**src/hw/xpt_consts.svh**
```systemverilog
`ifndef XPT_CONSTS_SVH
`define XPT_CONSTS_SVH
`define XPT_NUM_OUTPUTS 8
`define XPT_NUM_INPUTS  16
`define XPT_ADDR_W      3
`define XPT_SEL_W       4
`define XPT_WORD_W      5
`define XPT_EN_POS      4
`define XPT_SEL_LSB     0
`define XPT_SEL_MSB     3
`define XPT_SER_LEN     40
`endif

```
**src/hw/xpt_pkg.sv**
```systemverilog
`include "xpt_consts.svh"
package xpt_pkg;
	typedef struct packed {
		logic                      output_enable_bit;
		logic [`XPT_SEL_W-1:0]     input_select;
	} route_word_t;
	typedef struct packed {
		logic                      interface_select;
		logic                      chip_select_n;
		logic                      prog_clk;
		logic                      update_n;
		logic [`XPT_ADDR_W-1:0]    output_addr;
		route_word_t               data;
		logic                      serial_in;
	} prog_pins_t;
endpackage

```
**src/hw/crosspoint_parallel_load.sv**
```systemverilog
`timescale 1ns/100ps
`include "xpt_consts.svh"
module crosspoint_parallel_load
	import xpt_pkg::*;
(
	// System.
	input  wire logic                                           clk,
	input  wire logic                                           rst,
	// Programming pins, asynchronous to clk.
	input  wire prog_pins_t                                     pins,
	// Device reset pin, active low, asynchronous.
	input  wire logic                                           reset_pin_n,
	// Switch matrix drive and daisy-chain output.
	output logic [`XPT_NUM_OUTPUTS-1:0][`XPT_NUM_INPUTS-1:0]    matrix_onehot,
	output route_word_t [`XPT_NUM_OUTPUTS-1:0]                  applied,
	output logic                                                serial_out
);

	prog_pins_t  pins_meta;
	prog_pins_t  pins_sync;
	logic        reset_meta;
	logic        reset_sync_n;
	logic        clk_prev;
	route_word_t first_rank [`XPT_NUM_OUTPUTS];
	route_word_t second_rank [`XPT_NUM_OUTPUTS];
	logic        capture_level;
	logic        shift_edge;
	logic        transparent;

	function automatic logic [`XPT_NUM_INPUTS-1:0] decode_route(input route_word_t w);
		logic [`XPT_NUM_INPUTS-1:0] v;
		v = '0;
		if (w.output_enable_bit) begin
			v[w.input_select] = 1'b1;
		end
		return v;
	endfunction

	// Pins pass two flip-flops before any logic looks at them.
	always_ff @(posedge clk) begin
		pins_meta    <= pins;
		pins_sync    <= pins_meta;
		reset_meta   <= reset_pin_n;
		reset_sync_n <= reset_meta;
	end

	always_ff @(posedge clk) begin
		if (rst) begin
			clk_prev <= 1'b1;
		end else begin
			clk_prev <= pins_sync.prog_clk;
		end
	end

	// Parallel mode latches while clock low; serial mode shifts on falling edge.
	assign capture_level = pins_sync.interface_select && !pins_sync.chip_select_n
		&& !pins_sync.prog_clk;
	assign shift_edge = !pins_sync.interface_select && !pins_sync.chip_select_n
		&& clk_prev && !pins_sync.prog_clk;
	assign transparent = !pins_sync.chip_select_n && !pins_sync.update_n;

	// First rank has no reset, so it holds arbitrary power-up contents.
	always_ff @(posedge clk) begin
		if (capture_level) begin
			first_rank[pins_sync.output_addr] <= pins_sync.data;
		end else if (shift_edge) begin
			for (int i = `XPT_NUM_OUTPUTS - 1; i > 0; i--) begin
				first_rank[i] <= {first_rank[i][`XPT_WORD_W-2:0], first_rank[i-1][`XPT_WORD_W-1]};
			end
			first_rank[0] <= {first_rank[0][`XPT_WORD_W-2:0], pins_sync.serial_in};
		end
	end

	genvar g;
	generate
		for (g = 0; g < `XPT_NUM_OUTPUTS; g++) begin : g_out
			always_ff @(posedge clk) begin
				if (rst || !reset_sync_n) begin
					second_rank[g] <= '0;
				end else if (transparent) begin
					second_rank[g] <= first_rank[g];
				end
			end
			always_ff @(posedge clk) begin
				if (rst) begin
					matrix_onehot[g] <= '0;
					applied[g]       <= '0;
				end else begin
					matrix_onehot[g] <= decode_route(second_rank[g]);
					applied[g]       <= second_rank[g];
				end
			end
		end
	endgenerate

	always_ff @(posedge clk) begin
		if (rst) begin
			serial_out <= 1'b0;
		end else begin
			serial_out <= first_rank[`XPT_NUM_OUTPUTS-1][`XPT_WORD_W-1];
		end
	end
endmodule

```
**config.mk**
```make
export PLATFORM = sky130hd
export DESIGN_NAME = crosspoint_parallel_load
export DESIGN_NICKNAME = d
export VERILOG_FILES = /design/src/hw/xpt_pkg.sv /design/src/hw/crosspoint_parallel_load.sv
export VERILOG_INCLUDE_DIRS = /design/src /design/src/hw
export SDC_FILE = /design/constraint.sdc
export NUM_CORES = 1
export LEC_CHECK = 0
export BUFFER_PORTS_ARGS = -buffer_cell sky130_fd_sc_hd__buf_2
export CAP_MARGIN = 20
export CORE_AREA = 4 4 145 182
export CTS_CLUSTER_DIAMETER = 50
export DETAILED_ROUTE_END_ITERATION = 10
export DIE_AREA = 0 0 149 186
export GPL_ROUTABILITY_DRIVEN = 1
export PLACE_DENSITY = 0.67
export SETUP_SLACK_MARGIN = 0.3
export SYNTH_ARGS = -nofsm -noshare
export SYNTH_HDL_FRONTEND = slang
export SYNTH_SLANG_ARGS = --single-unit
```
**constraint.sdc**
```tcl
create_clock -name clk -period 5.4 [get_ports clk]
set_clock_uncertainty 0.1 [all_clocks]
set_input_delay 1.08 -clock clk [delete_from_list [all_inputs] [get_ports clk]]
set_output_delay 1.08 -clock clk [all_outputs]
set_load 0.005 [all_outputs]
```
; ---- Word-level counts from Yosys, hierarchy flattened
; Memories as Yosys holds them, arrays and structs flattened.
; Cells that the tools add are included.
; W data, S select, Z words.
[word_totals]
ff_bits = 198
mem_bits_rw = 80
inputBits = 16
n_memories = 2
word_cells = 144
[mem_list]
columns = name, depth, word_bits, read_ports, rd_clocked_by_memory_dff, write_ports, line
row1 = first_rank, 8, 5, 8, 0, 8, crosspoint_parallel_load.sv:24  ; route_word_t first_rank [`XPT_NUM_OUTPUTS];
row2 = second_rank, 8, 5, 8, 0, 8, crosspoint_parallel_load.sv:25  ; route_word_t second_rank [`XPT_NUM_OUTPUTS];
[classes]
bitwise_logic = 16
n_mux = 37
n_lt_le_gt_ge = 16
reduce_logical = 29
[op_table]
columns = op, n
row1 = $mux W5, 9
row2 = $lt A4 B5 Y1 const B, 8
row3 = $demux W1 S4, 8
row4 = $ge A4 B1 Y1 const B, 8
row5 = $mux W1, 19
row6 = $reduce_or A2 Y1, 8
row7 = $logic_and A1 B1 Y1, 14
row8 = $not A1 Y1, 8
row9 = $or A1 B1 Y1, 8
row10 = $logic_not A1 Y1, 5
row11 = $reduce_or A5 Y1, 1
row12 = $mux W3, 1
row13 = $logic_or A1 B1 Y1, 1

; ---- Logic depth before layout (Yosys ltp)
[depth]
word_depth = 9
ltp_mapped = 4
depth_no_buf = 2

; ---- Least setup slack after synthesis
; OpenSTA, ideal clock, no wires.
[synth_path]
path_kind = register to register
from = reg pins_sync[11] (netlist bit)
to = mem second_rank[0][0] (netlist bit) (enable)
path_buffers = 0
setup_slack_ps = 1594
arrival_ps = 3213
stages_incl_launch_ff = 2
setup_time_ps = 493
period_less_slack_ps = 3806
cell_sequence = dfxtp_1 > o21ai_0
[synth_rtl]
columns = item, line
row1 = start: declaration, crosspoint_parallel_load.sv:20  ; prog_pins_t pins_sync;
row2 = start signal: assignment, crosspoint_parallel_load.sv:42  ; pins_sync <= pins_meta;
row3 = end: declaration, crosspoint_parallel_load.sv:25

==> out/metrics.csv <==
metric,value,unit
cts_max_path_buffers,3,
dp.cells,1121,
viasPerCell,4.24,
coreArea,24500,sq um
synth_seq_area_share,74.5,%
start_util,34.8,%
rsz0062_at_grt,no,
post-synth-top-area-fraction,46.4,%
synth_area_leaders,"dfxtp_1 (46%), edfxtp_1 (28%), mux2_2 (4.7%), nor2_1 (4.2%), nor2b_1 (3.1%)",
drive_gt1_share,34.2,%
overflow,0,
numCtsBuffers,27,
final_common_cell,dfxtp_1,
drcViolationCount,0,
fmax,420,MHz
hold_violations,0,
fp.dieH,186,microns
p_leak,4.52,nW
finalSetupViolations,0,
maxSlewHeadroom,41.4,%
regToRegSetupSlack,3070,ps
post_dp_cell_area,9840,sq um
fillCellCount,2290,
final_cell_count_no_fill,1171,
yosysWarnings,0,
p_per_area,396,nW/um^2
vias,4968,
ys.flop_type,dfxtp_1,
mostFrequentLayoutCells,"dfxtp_1 (198), buf_2 (184), nor2_1 (96), edfxtp_1 (80), nor2b_1 (42)",
ir_drop,0.000236,V
area_delta_synth_final,26.3,%
clock-sinks,278,
drv_cap,0,
period_needed,2380,ps
cts_setup_buffers,0,
ys_ff_latch,278,
critPathCaptureType,flop,
crit_fanout,49,
worst_pin_slew,872,ps
netlist_area,8540,sq um
grt_pass1_wl,25400,microns
final_max_slew_viol_count,0,
num_rows,64,
grt_pass1_vias,4938,
cts_resized,0,
gp_congestion,0.746,
synth_top_cell_by_area,dfxtp_1,
wire_per_inst,14.0,microns
io_pins,185,
antenna_cells,0,
hp-class,flop to flop,
ys_types,25,
design_area,10800,sq um
die_w,149,microns
antenna_found_initial,0,
port_buffers,184,
nets,836,
synth_edf_count,80,
dieArea,27700,sq um
ff_latch_area,6370,sq um
arrival,2430,ps
drt-initial-drc-count,240,
clkTransAtPathRegs,60,ps
hold_buffers,0,
antenna_left,0,
post-route-period-util,44.1,%
startpoint_type,primary input,
status,finished clean,
gr-usage-all-layers,11.3,%
synth-async-reset-ratio,0,%
finalSetupTns,0,ps
syn_inst,619,
cts_tree,done,
htree_levels,1,
dp_hpwl,11500,microns
syn_avg_cell_area,13.8,sq um
drt_wl_total,16400,microns
clock_latency,530,ps
grt_max_degree,50,
worst-setup-path-type,primary input to flop,
worstPathRequired,5450,ps
multi_input_area,2110,sq um
timing.hold.ws,221,ps
cts-root-buf,clkbuf_16,
dr.pass1.iters,4,
syn-num-nets,635,
==> registers in the layout, summed over array words and instances, names as in the netlist <==
signal and cells:
reset_meta 1, pins_sync 13, matrix_onehot 128, first_rank 40, pins_meta 13, applied 40
clk_prev 1, serial_out 1, second_rank 40, reset_sync_n 1
==> cell type report <==
class | instances | area share, %
Clock buffer | 34 | 7.29
Clock inverter | 16 | 1.42
Sequential cell | 278 | 59.0
Multi-Input combinational cell | 324 | 19.5
Timing Repair Buffer | 189 | 8.89
Tap cell | 330 | 3.83
==> metal layers <==
metal  vias to the layer above  wire [microns]  track usage [%]
met5                         -               0                0
met4                         0             284             3.44
met3                        19             953             2.34
met2                       113            8650             21.3
met1                      2317            6540             12.8
li1                       2519               -                -
==> power by group <==
part	internal (mW)	switching [mW]	total (mW)
clock network	1.14	0.767	1.90
logic	0.0583	0.0564	0.115
registers	2.20	0.0461	2.25
==> cells in the mapped netlist (2+ instances only) <==
cell type,n
and2_1,40
buf_4,3
clkbuf_1,12
dfxtp_1,198
edfxtp_1,80
mux2_1,2
mux2_2,36
mux2_4,2
nand2_1,9
nand2b_1,18
nand4b_1,8
nand4bb_1,16
nor2_1,96
nor2b_1,42
nor3_1,32
o21ai_0,7
o31ai_1,2
or4b_2,9
==> cells by family (layout without fill, tap and decap cells) <==
kind of cell | Yosys count | count (layout) | synth area share, %
muxes | 40 | 40 | 5.36
AOI/OAI and AO/OA | 9 | 9 | 0.586
DFF | 278 | 278 | 74.5
buffers and inverters | 17 | 239 | 0.982
and+or+nand+nor | 275 | 275 | 18.5
==> metrics by stage <==
stage          total power, mW  setup slack (ps)  util [%]
6_report                  4.27              3020      44.0
2_1_floorplan             2.36              1590         -
5_1_grt                   4.43              2890      44.0
3_5_place_dp              2.41              2450      40.2
4_1_cts                   4.32              3000      44.0
3_3_place_gp              2.41              2480      40.2
==> critical path: stages <==
cell and delay, ps:
buf_2 610, nor2b_1 170, o21ai_4 90, buf_4 430
==> final timing paths <==
path | start | end | cells after the start
setup / recovery | rst | second_rank[0][6] | 4
hold / removal | pins_meta[2] | pins_sync[2] | 0
setup reg to reg | pins_sync[11] | first_rank[1][2] | 2
hold reg to reg | pins_meta[2] | pins_sync[2] | 0
No activity file was read; power rests on OpenSTA's default activity.
